`config.mk`:
```
export PLATFORM = sky130hd
export DESIGN_NAME = sco_top
export DESIGN_NICKNAME = d
export VERILOG_FILES = /design/src/design/sco_pkg.sv /design/src/design/sco_page_match.sv /design/src/design/sco_top.sv
export SDC_FILE = /design/constraint.sdc
export NUM_CORES = 1
export LEC_CHECK = 0
export BUFFER_PORTS_ARGS = -buffer_cell sky130_fd_sc_hd__buf_4
export CAP_MARGIN = 0
export CORE_ASPECT_RATIO = 0.75
export CORE_MARGIN = 2
export CORE_UTILIZATION = 32
export CTS_BUF_LIST = sky130_fd_sc_hd__clkbuf_8 sky130_fd_sc_hd__clkbuf_16
export CTS_CLUSTER_DIAMETER = 200
export DETAILED_ROUTE_END_ITERATION = 8
export PLACE_DENSITY_LB_ADDON = 0.2
export SETUP_SLACK_MARGIN = 0.3
export SLEW_MARGIN = 20
export SYNTH_ARGS = -nofsm -noshare
export SYNTH_HDL_FRONTEND = slang
export SYNTH_SLANG_ARGS = --single-unit
```
`constraint.sdc`:
```
create_clock -name pclk -period 2.2 [get_ports pclk]
set_input_delay 0.33 -clock pclk [delete_from_list [all_inputs] [get_ports pclk]]
set_output_delay 0.33 -clock pclk [all_outputs]
set_load 0.05 [all_outputs]
```
`src/design/sco_pkg.sv`:
```
// Constants shared by the system configuration options block.
// Assumes a 125 MHz pclk and one APB slave port at a 4 KB aligned base.
package sco_pkg;

    // APB register byte offsets
    localparam logic [7:0] SCO_OFS_OPTIONS = 8'h00;
    localparam logic [7:0] SCO_OFS_BASE = 8'h04;
    localparam logic [7:0] SCO_OFS_STATUS = 8'h08;

    // Field positions in the options register
    localparam int SCO_BIT_PWR = 7;
    localparam int SCO_BIT_ALT_CLOCK_SELECT = 6;
    localparam int SCO_BIT_IRQ_EDGE_ONLY = 5;
    localparam int SCO_BIT_DLY = 4;
    localparam int SCO_BIT_CME = 3;
    localparam int SCO_BIT_ZERO = 2;

    // Bits that lock after the first write following reset, then the bits that are implemented
    localparam logic [7:0] SCO_OPT_PROT_MASK = 8'h33;
    localparam logic [7:0] SCO_OPT_IMPL_MASK = 8'hfb;

    // Reset values
    localparam logic [7:0] SCO_OPT_RESET = 8'h10;
    localparam logic [3:0] SCO_RAM_PAGE_RESET = 4'h0;
    localparam logic [3:0] SCO_REG_PAGE_RESET = 4'h1;

    // Mapped sizes within a 4 KB page
    localparam int SCO_PAGE_BYTES = 4096;
    localparam int SCO_REG_BYTES = 64;
    localparam int SCO_RAM_BYTES = 256;

    // Timing
    localparam int SCO_CLK_MHZ = 125;
    localparam int SCO_STOP_LONG_CYC = 4000;
    localparam int SCO_STOP_SHORT_CYC = 4;
    localparam int SCO_ADC_SETTLE_US = 100;
    localparam int SCO_ADC_SETTLE_CYC = SCO_ADC_SETTLE_US * SCO_CLK_MHZ;

    // Stop sequencer states
    typedef enum logic [1:0] {
        SCO_RUN = 2'b00,
        SCO_STOPPED = 2'b01,
        SCO_RESUME = 2'b10
    } sco_state_t;

endpackage

```
`src/design/sco_page_match.sv`:
```
// Page window compare for one relocatable region.
// Assumes a 16-bit bus address and a region no larger than one 4 KB page.
`timescale 1ns/1ps
module sco_page_match #(
    parameter int SPAN = 256
) (
    input wire logic [15:0] addr,
    input wire logic [3:0] page,
    output logic hit
);
    localparam logic [12:0] SPAN_W = 13'(SPAN);

    // Upper nibble picks the page, low bits must fall inside the region
    assign hit = (addr[15:12] == page) && ({1'b0, addr[11:0]} < SPAN_W);
endmodule // sco_page_match

```
`src/design/sco_top.sv`:
```
// System configuration options: relocation selects, options register, stop-exit sequencer.
// Assumes an APB master on pclk, cpu_addr and stop_req from logic on pclk, and
// stop_wake and rc_osc_in arriving from outside the clock domain.
`timescale 1ns/1ps
module sco_top
    import sco_pkg::*;
#(
    parameter int RAM_BYTES = SCO_RAM_BYTES,
    parameter int LONG_DELAY_CYC = SCO_STOP_LONG_CYC,
    parameter int ADC_SETTLE_CYC = SCO_ADC_SETTLE_CYC
) (
    input wire logic pclk,
    input wire logic presetn,
    input wire logic psel,
    input wire logic penable,
    input wire logic pwrite,
    input wire logic [31:0] paddr,
    input wire logic [31:0] pwdata,
    output logic [31:0] prdata,
    output logic pready,
    output logic pslverr,
    input wire logic [15:0] cpu_addr,
    output logic ram_select,
    output logic reg_select,
    input wire logic stop_req,
    input wire logic stop_wake,
    output logic cpu_run,
    input wire logic rc_osc_in,
    output logic converter_power_up,
    output logic converter_clk_en,
    output logic pump_clk_en,
    output logic alt_clock_select,
    output logic irq_edge_only,
    output logic clock_monitor_enable,
    output logic [1:0] watchdog_rate_select
);

    // Elaboration checks on parameters the counters and compare can serve
    generate
        if (RAM_BYTES < 1 || RAM_BYTES > SCO_PAGE_BYTES) begin : g_bad_ram
            $error("RAM_BYTES must fit in one 4 KB page");
        end
        if (LONG_DELAY_CYC < SCO_STOP_SHORT_CYC || LONG_DELAY_CYC > 4095) begin : g_bad_dly
            $error("LONG_DELAY_CYC must lie between the short delay and 4095");
        end
        if (ADC_SETTLE_CYC < 1 || ADC_SETTLE_CYC > 65535) begin : g_bad_settle
            $error("ADC_SETTLE_CYC must lie between 1 and 65535");
        end
    endgenerate

    localparam logic [11:0] LONG_LAST = 12'(LONG_DELAY_CYC - 1);
    localparam logic [11:0] SHORT_LAST = 12'(SCO_STOP_SHORT_CYC - 1);
    localparam logic [15:0] SETTLE_LAST = 16'(ADC_SETTLE_CYC - 1);

    // Register state
    logic [7:0] opt_r;
    logic [7:0] opt_nxt;
    logic opt_locked_r;
    logic [3:0] ram_page_r;
    logic [3:0] reg_page_r;
    logic [31:0] prdata_r;
    logic pready_r;
    logic pslverr_r;
    logic ram_select_r;
    logic reg_select_r;

    // Stop sequencer state
    sco_state_t state_r;
    sco_state_t state_nxt;
    logic [11:0] dly_cnt_r;
    logic [11:0] dly_cnt_nxt;
    logic cpu_run_r;

    // Converter state
    logic [15:0] settle_cnt_r;
    logic adc_ready_r;
    logic conv_clk_en_r;

    // Synchronisers for pin inputs
    logic wake_meta_r;
    logic wake_sync_r;
    logic rc_meta_r;
    logic rc_sync_r;
    logic rc_prev_r;

    // APB decode
    logic setup_phase;
    logic access_done;
    logic wr_done;
    logic hit_opt;
    logic hit_base;
    logic hit_status;
    logic mapped;
    logic [31:0] rd_mux;

    assign setup_phase = psel && !penable;
    assign access_done = psel && penable && pready_r;
    assign wr_done = access_done && pwrite && !pslverr_r;
    assign hit_opt = (paddr[31:8] == 24'h000000) && (paddr[7:0] == SCO_OFS_OPTIONS);
    assign hit_base = (paddr[31:8] == 24'h000000) && (paddr[7:0] == SCO_OFS_BASE);
    assign hit_status = (paddr[31:8] == 24'h000000) && (paddr[7:0] == SCO_OFS_STATUS);
    assign mapped = hit_opt || hit_base || hit_status;

    // Read data; bit 2 is never stored, so it reads zero
    assign rd_mux = hit_opt ? {24'h000000, opt_r & SCO_OPT_IMPL_MASK} :
                    hit_base ? {24'h000000, reg_page_r, ram_page_r} :
                    hit_status ? {24'h000000, 1'b0, adc_ready_r, opt_locked_r, cpu_run_r,
                                  2'b00, state_r} :
                    32'h00000000;

    // No wait states: answer is prepared during setup and presented in access
    always_ff @(posedge pclk or negedge presetn) begin
        if (!presetn) begin
            pready_r <= 1'b0;
            pslverr_r <= 1'b0;
            prdata_r <= 32'h00000000;
        end else begin
            pready_r <= setup_phase;
            pslverr_r <= setup_phase && !mapped;
            if (setup_phase) begin
                prdata_r <= (pwrite || !mapped) ? 32'h00000000 : rd_mux;
            end
        end
    end

    // Protected bits keep their value once the first write has landed
    assign opt_nxt = opt_locked_r ?
        ((opt_r & SCO_OPT_PROT_MASK) | (pwdata[7:0] & ~SCO_OPT_PROT_MASK & SCO_OPT_IMPL_MASK)) :
        (pwdata[7:0] & SCO_OPT_IMPL_MASK);

    // Options register and its write-once lock
    always_ff @(posedge pclk or negedge presetn) begin
        if (!presetn) begin
            opt_r <= SCO_OPT_RESET;
            opt_locked_r <= 1'b0;
        end else if (wr_done && hit_opt) begin
            opt_r <= opt_nxt;
            opt_locked_r <= 1'b1;
        end
    end

    // Page selectors for RAM and the register block
    always_ff @(posedge pclk or negedge presetn) begin
        if (!presetn) begin
            ram_page_r <= SCO_RAM_PAGE_RESET;
            reg_page_r <= SCO_REG_PAGE_RESET;
        end else if (wr_done && hit_base) begin
            ram_page_r <= pwdata[3:0];
            reg_page_r <= pwdata[7:4];
        end
    end

    // Address compare against both pages
    logic ram_hit;
    logic reg_hit;

    sco_page_match #(
        .SPAN(RAM_BYTES)
    ) u_ram_match (
        .addr(cpu_addr),
        .page(ram_page_r),
        .hit(ram_hit)
    );

    sco_page_match #(
        .SPAN(SCO_REG_BYTES)
    ) u_reg_match (
        .addr(cpu_addr),
        .page(reg_page_r),
        .hit(reg_hit)
    );

    // Selects are registered so a selector change applies from the next cycle
    always_ff @(posedge pclk or negedge presetn) begin
        if (!presetn) begin
            ram_select_r <= 1'b0;
            reg_select_r <= 1'b0;
        end else begin
            ram_select_r <= ram_hit;
            reg_select_r <= reg_hit;
        end
    end

    // Two-flop synchronisers; wake uses the second stage, the RC edge detect the second and a third
    always_ff @(posedge pclk or negedge presetn) begin
        if (!presetn) begin
            wake_meta_r <= 1'b0;
            wake_sync_r <= 1'b0;
            rc_meta_r <= 1'b0;
            rc_sync_r <= 1'b0;
            rc_prev_r <= 1'b0;
        end else begin
            wake_meta_r <= stop_wake;
            wake_sync_r <= wake_meta_r;
            rc_meta_r <= rc_osc_in;
            rc_sync_r <= rc_meta_r;
            rc_prev_r <= rc_sync_r;
        end
    end

    // Converter and charge pump share one enable, low while powered down; when powered: every cycle on the bus clock,
    // one pulse per rising RC edge otherwise. The RC rate must stay well below pclk/2.
    always_ff @(posedge pclk or negedge presetn) begin
        if (!presetn) begin
            conv_clk_en_r <= 1'b0;
        end else if (!opt_r[SCO_BIT_PWR]) begin
            conv_clk_en_r <= 1'b0;
        end else if (opt_r[SCO_BIT_ALT_CLOCK_SELECT]) begin
            conv_clk_en_r <= rc_sync_r && !rc_prev_r;
        end else begin
            conv_clk_en_r <= 1'b1;
        end
    end

    // Bias settle timer, read back as a status bit for software that waits on it
    always_ff @(posedge pclk or negedge presetn) begin
        if (!presetn) begin
            settle_cnt_r <= 16'h0000;
            adc_ready_r <= 1'b0;
        end else if (!opt_r[SCO_BIT_PWR]) begin
            settle_cnt_r <= 16'h0000;
            adc_ready_r <= 1'b0;
        end else if (settle_cnt_r == SETTLE_LAST) begin
            adc_ready_r <= 1'b1;
        end else begin
            settle_cnt_r <= settle_cnt_r + 16'h0001;
        end
    end

    // Stop sequencer: halts on request, resumes after wake plus the chosen delay
    always_comb begin
        state_nxt = state_r;
        dly_cnt_nxt = dly_cnt_r;
        case (state_r)
            SCO_RUN: begin
                if (stop_req) begin
                    state_nxt = SCO_STOPPED;
                end
            end
            SCO_STOPPED: begin
                if (wake_sync_r) begin
                    state_nxt = SCO_RESUME;
                    dly_cnt_nxt = opt_r[SCO_BIT_DLY] ? LONG_LAST : SHORT_LAST;
                end
            end
            SCO_RESUME: begin
                if (dly_cnt_r == 12'h000) begin
                    state_nxt = SCO_RUN;
                end else begin
                    dly_cnt_nxt = dly_cnt_r - 12'h001;
                end
            end
            default: begin
                state_nxt = SCO_RUN;
                dly_cnt_nxt = 12'h000;
            end
        endcase
    end

    // Sequencer state and the run output
    always_ff @(posedge pclk or negedge presetn) begin
        if (!presetn) begin
            state_r <= SCO_RUN;
            dly_cnt_r <= 12'h000;
            cpu_run_r <= 1'b1;
        end else begin
            state_r <= state_nxt;
            dly_cnt_r <= dly_cnt_nxt;
            cpu_run_r <= (state_nxt == SCO_RUN);
        end
    end

    // Outputs
    assign prdata = prdata_r;
    assign pready = pready_r;
    assign pslverr = pslverr_r;
    assign ram_select = ram_select_r;
    assign reg_select = reg_select_r;
    assign cpu_run = cpu_run_r;
    assign converter_power_up = opt_r[SCO_BIT_PWR];
    assign converter_clk_en = conv_clk_en_r;
    assign pump_clk_en = conv_clk_en_r;
    assign alt_clock_select = opt_r[SCO_BIT_ALT_CLOCK_SELECT];
    assign irq_edge_only = opt_r[SCO_BIT_IRQ_EDGE_ONLY];
    assign clock_monitor_enable = opt_r[SCO_BIT_CME];
    assign watchdog_rate_select = opt_r[1:0];

endmodule // sco_top

```
Yosys cells after proc, flatten, opt, wreduce, memory -nomap -nowiden
Cells that the tools add are included.

storage, ports and cells
  RAM bits = 0
  ROM bits = 0
  memories kept = 0
  latch bits = 0
  flip-flop bits (word level) = 91
  output and inout bits = 45

operators by class
  add/sub/neg operators = 2
  bitwise operators = 2
  reductions and logical operators = 27
  mux-type cells = 19
  multiply operators = 0
  equal/unequal tests = 11
  magnitude comparators = 2
  divide/modulo/power cells = 0
  shift-type cells = 0

operator list
  kind                     count
  $mux W12                 3
  $pmux W12 S3             1
  $mux W16                 2
  $mux W8                  4
  $logic_not A24 Y1        1
  $add A16 B1 Y16 const B  1
  $eq A16 B14 Y1 const B   1
  $logic_and A1 B1 Y1      14
  $logic_not A12 Y1        1
  $lt A12 B7 Y1 const B    1
  $lt A12 B9 Y1 const B    1
  $sub A12 B1 Y12 const B  1
  $eq A4 B4 Y1             2
  $eq A8 B3 Y1 const B     1
  $eq A8 B4 Y1 const B     1
  $logic_not A8 Y1         1
  $or A6 B8 Y8             1
  $mux W7                  1
  $mux W2                  3
  $ne A2 B2 Y1 const B     3
  $pmux W2 S3              1
  $logic_not A1 Y1         4
  $logic_not A2 Y1         2
  $mux W1                  4
  6 further kinds          8

Longest topological paths before layout
Gate-level depths: netlist of the first run.

  depth after elaboration = 7
  gate-level depth with buffers = 8

Hierarchy
A second synthesis of the first run with hierarchy kept.

second synthesis, totals
  cells, all modules = 341
  area total of the unflattened synthesis = 3,515.9 µm²

by module, submodules not included
  module                        instances  area each (µm²)  cells each
  sco_top                       1          3,390.8          327
  sco_page_match (u_ram_match)  1          63.8             7
  sco_page_match (u_reg_match)  1          61.3             7

Least setup slack after synthesis of the first run
No wires, ideal clock.

  path kind = reg-to-reg
  start = register dly_cnt_r[0]
  end = register dly_cnt_r[9]
  setup slack = 0.465 ns
  arrival = 1.589 ns
  path buffers = 2
  setup time = 0.146 ns
  stages on the path, launching flop included = 9
  required time = 2.054 ns
  path through = dfrtp_1 > inv_1 > ha_1 > clkbuf_1 > nand4_1 > o21ai_2 > or2_2 > buf_2 > o311ai_0

on the way
  longest elaborated chain between the ends = 3
  elaborated cells between the ends (all ways) = 6
  those cells by class = 1 x add/sub; 1 x eq/ne; 2 x mux; 2 x reduce/logical

ends and longest elaborated chain
  element                                               line                            source
  start: declaration                                    sco_top.sv:70                   logic [11:0] dly_cnt_r;
  start signal: assignment                              sco_top.sv:268                  dly_cnt_r <= dly_cnt_nxt;
  $sub A12 B1 Y12 or $logic_not A12 Y1 (tied branches)  sco_top.sv:250, sco_top.sv:247
  $mux W12 or $ne A2 B2 Y1 (tied branches)              --
  $pmux W12 S3 or $reduce_and A3 Y1 (tied branches)     --

Several ways; a longest one is shown, not always the timed one. The select of a mux whose other input is x is not followed.
A chain may end at the register's enable or synchronous reset.

Worst setup path after layout of the first run
  start = register state_r[0]
  end = register dly_cnt_r[11]

on the way
  longest elaborated chain between the ends = 3
  elaborated cells between the ends (all ways) = 8
  those cells by class = 4 x eq/ne; 1 x mux; 1 x bitwise; 2 x reduce/logical

ends and longest elaborated chain
  element                                               line            source
  start: declaration                                    sco_top.sv:68   sco_state_t state_r;
  start signal: assignment                              sco_top.sv:267  state_r <= state_nxt;
  $eq A2 B2 Y1, or another cell as far along            sco_top.sv:234  case (state_r)
  $ne A2 B2 Y1 (no line) or $not A1 Y1 (tied branches)  --
  $reduce_and A3 Y1 (no line)                           --

Several ways; a longest one is shown, not always the timed one.

==> results of run 1 <==
[layout by cell type (no fill, tap or decap), types with 3 or more instances in the layout]
cell type and n:
nand2_1 24, and2_1 14, inv_1 18, mux2i_1 3
buf_4 86, xnor2_1 12, nor2_1 20, mux2_2 14
o22ai_1 6, o311ai_1 4, conb_1 24, nand4_1 9
a21oi_1 8, clkbuf_16 9, dfstp_2 3, dfrtp_1 62
o211ai_1 3, nor3_1 10, nor4_1 7, ha_1 5
o21ai_0 15, o41ai_1 8, a31oi_1 3, and4_1 4
xor2_1 7, a21boi_0 3, nand3_1 14
[metrics by stage]
| stage | instances | area [um^2] |
|---|---|---|
| after CTS | 574 | 4500 |
| after global placement | 557 | 4170 |
| final | 576 | 4530 |
| after global routing | 576 | 4530 |
| after floorplan | 369 | 3610 |
| after detailed placement | 557 | 4170 |
[cell families after synthesis]
family          Yosys count
simple gates            126
flops                    66
compound gates           57
buf+inv                  53
xor+xnor                 19
mux                      18
fa+ha+maj                 6
other cells               1
[what timing repair did]
action	CTS	global route
hold buffers	1	0
endpoints found under the setup margin	0	14
gates resized for setup	0	7
hold endpoints to repair	30	0
buffers inserted	0	2
[critical path, stage by stage, from the launching register on]
cell,delay (ns)
dfrtp_1,0.42
inv_1,0.08
ha_1,0.39
and3_1,0.28
nand2_1,0.20
o311ai_1,0.30
[path summary, 6_finish.rpt]
path,startpoint,end,slack [ns]
min,rc_osc_in,rc_meta_r$_DFF_PN0_,0.10
min in group asynchronous,presetn,dly_cnt_r[10]$_DFFE_PN0P_,0.50
max reg2reg,state_r[0]$_DFF_PN0_,dly_cnt_r[11]$_DFFE_PN0P_,0.41
max,state_r[0]$_DFF_PN0_,dly_cnt_r[11]$_DFFE_PN0P_,0.41
max in group asynchronous,presetn,opt_r[4]$_DFFE_PN1P_,1.08
min reg2reg,wake_meta_r$_DFF_PN0_,wake_sync_r$_DFF_PN0_,0.35
[sequential cells by signal, indices dropped and copies added (netlist names), 2 cells and up]
| register | count |
|---|---|
| settle_cnt_r | 16 |
| dly_cnt_r | 12 |
| prdata | 8 |
| opt_r | 7 |
| ram_page_r | 4 |
| reg_page_r | 4 |
| state_r | 2 |
[metal layers]
metal	wire length, um	global-route usage [%]
met5	0	0
met2	3570	21.1
met4	75	3.06
met1	3980	19.9
met3	635	6.57
[power groups by stage]
stage          clock network (mW)  logic (mW)  registers (mW)
2_1_floorplan                   0       0.634            1.40
3_3_place_gp                    0       0.939            1.38
3_5_place_dp                    0       0.946            1.38
4_1_cts                      1.59       0.952            1.36
5_1_grt                      1.64        1.13            1.38
6_report                     1.54        1.02            1.36
[layout make-up]
| class | instances | share of cell area, % |
|---|---|---|
| Tap cell | 140 | 3.87 |
| Clock buffer | 10 | 5.28 |
| Sequential cell | 66 | 36.6 |
| Timing Repair Buffer | 87 | 14.5 |
| Multi-Input combinational cell | 250 | 36.6 |
| Clock inverter | 6 | 1.80 |
| Inverter | 17 | 1.41 |
==> impl_results.md, run 1 <==
* Synth Area in Adders at 2.13%
* Initial antenna violation count at 0
* Full die area at 0.0119 mm^2
* Top cells by area, synth: dfrtp_1 45%, buf_4 5.8%, mux2_2 4.5%
* Longest Clk Path Bufs at 2
* Nets@finish at 525
* Worst hold stages at 1
* Clock Power Share at between 30 and 40%
* Crit path launch type: flop
* Worst slew pin tran at 0.645 ns
* Worst EP required at 2.42 ns
* Post-synth cell types at 52
* Drt first pass iters at 4
* Grt total ovfl at 0
* Setup Total Neg Slack at 0 ns
* Internal cell power at around 2.7 mW
* CTS root buf: clkbuf_16
* Status: completed
* Area of the multi-input gates at approximately 0.0017 mm^2
* Seq pwr share at 34.7%
* Post-Route Skew at roughly 0.0038 ns
* Area grow syn2layout at 28.7%
* Clk slew on worst S/H paths at around 0.06 ns
* Largest net degree at the start of global routing at 35
* H-Tree Level Count at 3
* Period utilization at between 80% and 90%
* Cts bufs inserted at 9
* Critical path type: flop to flop
* YS warnings at 0
* Maximum Capacitance Violations at 0
* Row cnt at 33
* Unrepaired setup endpoints after global routing: true
* Mapped Area at 0.00352 mm^2
* Synth Flop Type: dfrtp_1
* Vias in the first global route at 2,635
* Overall power at around 3.9 mW
* Crit end category: flop
* First-pass GRT wire length at about 13,000 um
* Seq cells post-synth at 66
* Chip Height at approximately 95 um
* Worst-case reg-to-reg path depth at 5
* Slew headroom at 57.0%
* Starting Density at roughly a third
* Switching Power at 1.24 mW
* Switching Fraction at a little under a third
* WL per Instance at approximately 14 um
* WHS at 0.102 ns
* Antenna diodes at 0
* Crit path DAT at between 2 and 2.5 ns
* Post-synth top area cell: dfrtp_1
* Simple-gate share of the synthesized area at a little over a fifth
* CP max FO at 6
* Final setup fails at 0
* Top cells by count, synth: 63 x dfrtp_1, 27 x buf_4, 24 x nand2_1, 20 x nor2_1, 17 x inv_1
* Fill count at 1,089
* Die width at about 130 um
* Sequential-to-total area share from yosys stat at 47.0%
* Placer Congestion at 0.833
* Via-to-Cell Ratio at about 4.8
* Via count at 2,756
* Core area at 0.0108 mm^2
* Fin. Hold Viols at 0
* CTS tree: yes
* Mux contribution to synthesized area at 5.65%
* Leak pwr at 2.20 nW
* Drc violations at 0
* I/O Buffers at slightly below 80
* Crit path time final at 1.79 ns
* Post-placement setup slack at 0.247 ns
* Peak VDD IR at 0.000628 V
* Largest family of logic cells by synthesized area: simple AND/OR/NAND/NOR gates
* Combinational Power Share at 26.0%
* Storage element area at 0.00166 mm^2
* Io pins at 133
* Dpl hpwl at a little under 6000 um
* Final wirelength at 8270 um
* Share of cells above drive strength 1 at 31.0%
* Initial drt markers at 136
* Final setup margin at 0.410 ns
* Final core occ at 41.9%
* FMAX at around 560 MHz
* Power density cells at a little under 900 mW/mm^2
* Synth Area in XOR/XNOR at 4.73%
* Worst-skew pair later-pin latency at between 0.3 and 0.4 ns
* Mapped Cells at ~350
* Area share of the largest cell type after synthesis at between 40 and 50%
* Post-synthesis average cell area at between 10 and 15 um^2
* Total track usage at 14.5%
* Sink Count at 66
* Worst Hold Class: input pin to flop
* Post-synth EDFFs at 0
* Final Max Slew Viols at 0
* Compound-Gate Fraction of Synth Area at 10.6%
* Final ANT Viol Nets at 0
* Asr flop ratio synth at between 90% and 100%
* Most numerous cell in the Yosys netlist: dfrtp_1
No activity file was read; power rests on OpenSTA's default activity.
==> run 2: changes to the inputs <==
==> constraint.sdc (replaced) <==
create_clock -name pclk -period 1.5 [get_ports pclk]
set_input_delay 0.225 -clock pclk [delete_from_list [all_inputs] [get_ports pclk]]
set_output_delay 0.225 -clock pclk [all_outputs]
set_load 0.05 [all_outputs]
==> run 2 against run 1 <==
Compared with the run above: the run now ends with setup timing left; register-to-register slack worse by 0.53 ns; core utilization grew 9.9 points; flip-flop and latch count unchanged; sequential share of layout area decreased by 6.9 points; worst setup slack got worse by 0.53 ns; final cell count grew 12%; critical path type unchanged; highest routed layer unchanged; clock skew up 0.0018 ns.
==> impl_results.md, run 2 (synthesized netlist as in run 1, its figures left out) <==
* CP max FO at 8
* Final setup fails at 13
* Critical path type: flop to flop
* H-Tree Level Count at 3
* Peak VDD IR at 0.000796 V
* Final Max Slew Viols at 0
* Vias in the first global route at roughly 3,200
* WL per Instance at 15.1 um
* Final wirelength at 9680 um
* Setup Total Neg Slack at -1.07 ns
* Largest net degree at the start of global routing at 34
* CTS root buf: clkbuf_16
* CTS tree: yes
* Post-placement setup slack at -0.247 ns
* Most common cell after layout, fill and taps aside: buf_4
* Max reg flops at 16
* Row cnt at 33
* Placer Congestion at ~0.8
* Failing checks: setup timing
* Drc violations at 0
* Nets@finish at 592
* Worst EP required at roughly 1.7 ns
* Grt total ovfl at 0
* Drt first pass iters at 4
* Io pins at ~130
* Dpl hpwl at 6940 um
* Chip Height at around 95 um
* Total track usage at between 10% and 20%
* Antenna diodes at 0
* Cts bufs inserted at 9
* I/O Buffers at between 70 and 80
* Core area at 0.0108 mm^2
* Final core occ at 51.7%
* Period utilization at 108%
* Area grow syn2layout at 59.0%
* Worst Hold Class: input pin to flop
* Worst-skew pair later-pin latency at approximately 0.32 ns
* Final setup margin at -0.120 ns
* Maximum Capacitance Violations at 0
* Post-Route Skew at 0.00563 ns
* Crit path DAT at 1.81 ns
* Crit path time final at 1.62 ns
* Unrepaired setup endpoints after global routing: true
* Crit path launch type: flop
* Leak pwr at 2.74 nW
* WHS at 0.134 ns
* Longest Clk Path Bufs at 2
* Fin. Hold Viols at 0
* Via-to-Cell Ratio at just under 5
* Status: finished with violations
* Sink Count at 66
* Full die area at approximately 0.012 mm^2
* Initial drt markers at 95
* Final ANT Viol Nets at 0
* Crit end category: flop
* Share of cells above drive strength 1 at 50.7%
* Largest Register: settle_cnt_r
* Final instance area at 0.00560 mm^2
* First-pass GRT wire length at 15,700 um
* Starting Density at between 30% and 40%
* Die width at 125 um
* FMAX at ~600 MHz
* Fill count at 968
* Via count at 3,140
* Placement Cell Area at 0.00474 mm^2
* Power density cells at ~1200 mW/mm^2
* Clk slew on worst S/H paths at 0.06 ns
* Most frequent cells in the layout: 128 x buf_4, 58 x dfrtp_1, 24 x conb_1
* Initial antenna violation count at 0
[run 2: changes by cell type in the layout (fill, tap and decap cells not counted), moves of 7 or more]
cell | before | now
buf_6 | 0 | 22
o41ai_2 | 0 | 8
mux2_2 | 14 | 0
buf_4 | 86 | 128
mux2_4 | 0 | 15
o41ai_1 | 8 | 0
nand2_1 | 24 | 17
[run 2: critical path, cell delays in order (launching register included)]
cell,delay [ns]
dfrtp_1,0.40
nor4_4,0.30
nand4_1,0.21
o21ai_2,0.24
or2_4,0.22
o311ai_2,0.11
[run 2: power breakdown]
group,total (mW),internal [mW],switching [mW]
Combinational,2.51,1.15,1.35
Sequential,1.96,1.89,0.0667
Clock,2.13,1.37,0.758
[run 2: what timing repair did]
item                       CTS  global route
resized for setup           70            24
pin swaps                   45            16
setup endpoints to repair   55            59
setup buffers               12             4
hold endpoints to repair    29             0
hold buffers                 3             0
[run 2: layout make-up]
cell class | count | area, um^2 | share of cell area [%]
clock buffers | 11 | 253 | 4.51
clock inverters | 5 | 53.8 | 0.961
inverters | 17 | 63.8 | 1.14
multi-input cells | 250 | 2140 | 38.2
flip-flops and latches | 66 | 1660 | 29.7
well taps | 140 | 175 | 3.13
repair buffers | 154 | 1250 | 22.4
[run 2: layer usage]
metal,vias to the layer above,share of wire (%),track usage [%]
li1,1490,-,-
met1,1555,48,22.2
met2,93,47,26.8
met3,2,4.8,5.21
met4,0,0.24,2.78
met5,-,0,0
[run 2: worst paths after layout]
kind / startpoint / to / slack, ns / cells past startpoint
min in group asynchronous: presetn / dly_cnt_r[8]$_DFFE_PN0P_ / 0.40 / 2
min: pwdata[2] / ram_page_r[2]$_DFFE_PN0P_ / 0.13 / 2
max reg2reg: dly_cnt_r[3]$_DFFE_PN0P_ / dly_cnt_r[11]$_DFFE_PN0P_ / -0.12 / 5
min reg2reg: rc_meta_r$_DFF_PN0_ / rc_sync_r$_DFF_PN0_ / 0.35 / 0
max: dly_cnt_r[3]$_DFFE_PN0P_ / dly_cnt_r[11]$_DFFE_PN0P_ / -0.12 / 5
max in group asynchronous: presetn / settle_cnt_r[6]$_DFFE_PN0P_ / 0.52 / 3
[run 2: through the flow]
stage               total power, mW  std cells
detailed placement             3.97        608
floorplan                      3.10        369
CTS                            6.42        639
global route                   6.97        643
global placement               3.94        608
finish                         6.59        643
==> run 3: changes to the inputs <==
--- a/config.mk
+++ b/config.mk
@@ -5,7 +5,7 @@
 export SDC_FILE = /design/constraint.sdc
 export NUM_CORES = 1
 export LEC_CHECK = 0
-export BUFFER_PORTS_ARGS = -buffer_cell sky130_fd_sc_hd__buf_4
+export BUFFER_PORTS_ARGS = -buffer_cell sky130_fd_sc_hd__buf_2
 export CAP_MARGIN = 0
 export CORE_ASPECT_RATIO = 0.75
 export CORE_MARGIN = 2
==> run 3 against run 2 <==
Compared with the run above: critical path depth is 3 higher; highest routed layer unchanged; sequential power hardly changed; combinational power shrank 8.0%; largest power group unchanged; largest cell class unchanged; via count fell by 3.1%; core utilization decreased by 1.3 points; worst hold slack gained 0.0083 ns; the run still ends with setup timing left; critical path type unchanged; count of clock-buffer cells in the layout decreased by 2; wire length shrank 0.44%.
==> impl_results.md, run 3 (synthesized netlist as in run 1, its figures left out) <==
* Dpl hpwl at between 6000 and 7000 um
* Fin. Hold Viols at 0
* Seq pwr share at 30.2%
* Worst-skew pair later-pin latency at roughly 0.33 ns
* Drc violations at 0
* Via-to-Cell Ratio at 4.77
* Nets@finish at 587
* Unrepaired setup endpoints after global routing: true
* Crit path time final at roughly 1.6 ns
* Longest Clk Path Bufs at 2
* Final setup margin at -0.128 ns
* Max reg flops at 16
* Largest Register: settle_cnt_r
* Io pins at 133
* Row cnt at 33
* Worst-case reg-to-reg path depth at 8
* Combinational Power Share at 35.5%
* Period utilization at 109%
* Initial antenna violation count at 0
* Cts bufs inserted at 9
* Finished Layout Cells at 638
* Max incr delay on CP at 0.40 ns
* Overall power at 6.50 mW
* First-pass GRT wire length at roughly 16,000 um
* Crit path DAT at 1.82 ns
* Status: finished with violations
* Core area at between 0.01 and 0.015 mm^2
* CP delay by family, top: compound AO/OA/AOI/OAI gates
* Most frequent cells in the layout: 59 x buf_2, 57 x dfrtp_1, 55 x buf_4
* CP Buf/Inv Count at 3
* Full die area at roughly 0.012 mm^2
* Die width at 125 um
* Power density cells at between 1000 and 1500 mW/mm^2
* Drt first pass iters at 4
* Placer Congestion at 0.829
* Final ANT Viol Nets at 0
* Final Max Slew Viols at 0
* Chip Height at roughly 95 um
* Worst EP required at 1.69 ns
* Critical path depth at 8
* Internal cell power at 4.37 mW
* Via count at approximately 3,000
* Worst Hold Class: input pin to flop
* Worst hold stages at 2
* Grt total ovfl at 0
* Maximum Capacitance Violations at 0
* Crit path launch type: flop
* Failing checks: setup timing
* CTS tree: yes
* Most common cell after layout, fill and taps aside: buf_2
* Peak VDD IR at 0.000915 V
* WL per Instance at 15.1 um
* Slowest-stage cell, CP: dfrtp_1
* Crit path cell chain: inv_1 -> ha_2 -> a21oi_4 -> buf_6 -> buf_4 -> nand2_1 -> o211ai_1 -> o311ai_2
* H-Tree Level Count at 3
* I/O Buffers at 78
* CTS root buf: clkbuf_16
* Share of cells above drive strength 1 at 50.8%
* Switching Power at 2.14 mW
* CP max FO at 4
* Final instance area at approximately 0.0055 mm^2
* Final wirelength at 9640 um
* Starting Density at 32.5%
* Clk slew on worst S/H paths at about 0.060 ns
* Critical path type: flop to flop
* Total track usage at around 16%
* Antenna diodes at 0
* Post-Route Skew at 0.00606 ns
* FMAX at ~600 MHz
* Placed cells at 602
* Sink Count at 66
* Area grow syn2layout at 55.1%
* Placement Cell Area at 0.00453 mm^2
* Vias in the first global route at 3,097
* Switching Fraction at 32.8%
* Clock Power Share at 34.3%
* Leak pwr at 2.72 nW
* Setup Total Neg Slack at -0.990 ns
* Final setup fails at 12
* Crit end category: flop
* Largest net degree at the start of global routing at 37
* Initial drt markers at 86
run 3: cell count changes in the layout (fill, tap and decap cells not counted), moves of 2 or more:
| cell | previous run | this run |
|---|---|---|
| buf_12 | 0 | 3 |
| buf_2 | 0 | 59 |
| buf_4 | 128 | 55 |
| buf_6 | 22 | 24 |
| clkbuf_4 | 0 | 4 |
| clkbuf_8 | 2 | 0 |
| nand2_1 | 17 | 20 |
| nand2_2 | 5 | 2 |
| nor4_2 | 1 | 3 |
| nor4_4 | 7 | 5 |
| o21ai_0 | 10 | 8 |
| o21ai_2 | 2 | 4 |
run 3: through the flow:
stage / setup WS (ns) / hold WS, ns / util [%]
after floorplan: -0.0784 / -0.0706 / -
after global placement: -0.257 / 0.195 / 41.9
after detailed placement: -0.295 / 0.196 / 41.9
after CTS: -0.106 / 0.132 / 49.2
after global routing: -0.241 / 0.138 / 50.5
final: -0.128 / 0.143 / 50.5
run 3: power by group through the flow:
stage / Clock, mW / Sequential [mW] / Combinational, mW
floorplan: 0 / 2.06 / 1.04
global placement: 0 / 1.98 / 1.85
detailed placement: 0 / 1.99 / 1.87
CTS: 2.29 / 1.96 / 2.19
global route: 2.36 / 1.97 / 2.49
finish: 2.23 / 1.96 / 2.31
run 3: final cells by class:
type	instances	area [um^2]
flip-flops and latches	66	1660
clock buffers	9	225
clock inverters	7	93.8
well taps	140	175
inverters	17	63.8
repair buffers	149	1110
multi-input cells	250	2120
fillers	962	5360
run 3: worst paths after layout:
check,startpoint,slack (ns),end
setup reg to reg,state_r[0]$_DFF_PN0_,-0.13,dly_cnt_r[11]$_DFFE_PN0P_
max in group asynchronous,presetn,0.54,settle_cnt_r[6]$_DFFE_PN0P_
setup / recovery,state_r[0]$_DFF_PN0_,-0.13,dly_cnt_r[11]$_DFFE_PN0P_
hold / removal,pwdata[2],0.14,ram_page_r[2]$_DFFE_PN0P_
min in group asynchronous,presetn,0.40,dly_cnt_r[10]$_DFFE_PN0P_
hold reg to reg,wake_meta_r$_DFF_PN0_,0.36,wake_sync_r$_DFF_PN0_
run 3: layer usage:
metal | wire length, um | up-vias | global-route usage [%]
met5 | 0 | - | 0
met4 | 57 | 0 | 3.33
met3 | 508 | 6 | 4.70
met2 | 4660 | 90 | 27.7
met1 | 4420 | 1469 | 21.5
li1 | - | 1479 | -
run 3: repair_timing:
| item | 4_1_cts | 5_1_grt |
|---|---|---|
| setup buffers | 12 | 5 |
| setup endpoints to repair | 60 | 64 |
| gates resized for setup | 84 | 25 |
| pin swaps | 42 | 21 |
| endpoints found under the hold margin | 15 | 0 |
| cloned | 0 | 0 |
| hold buffers | 3 | 0 |
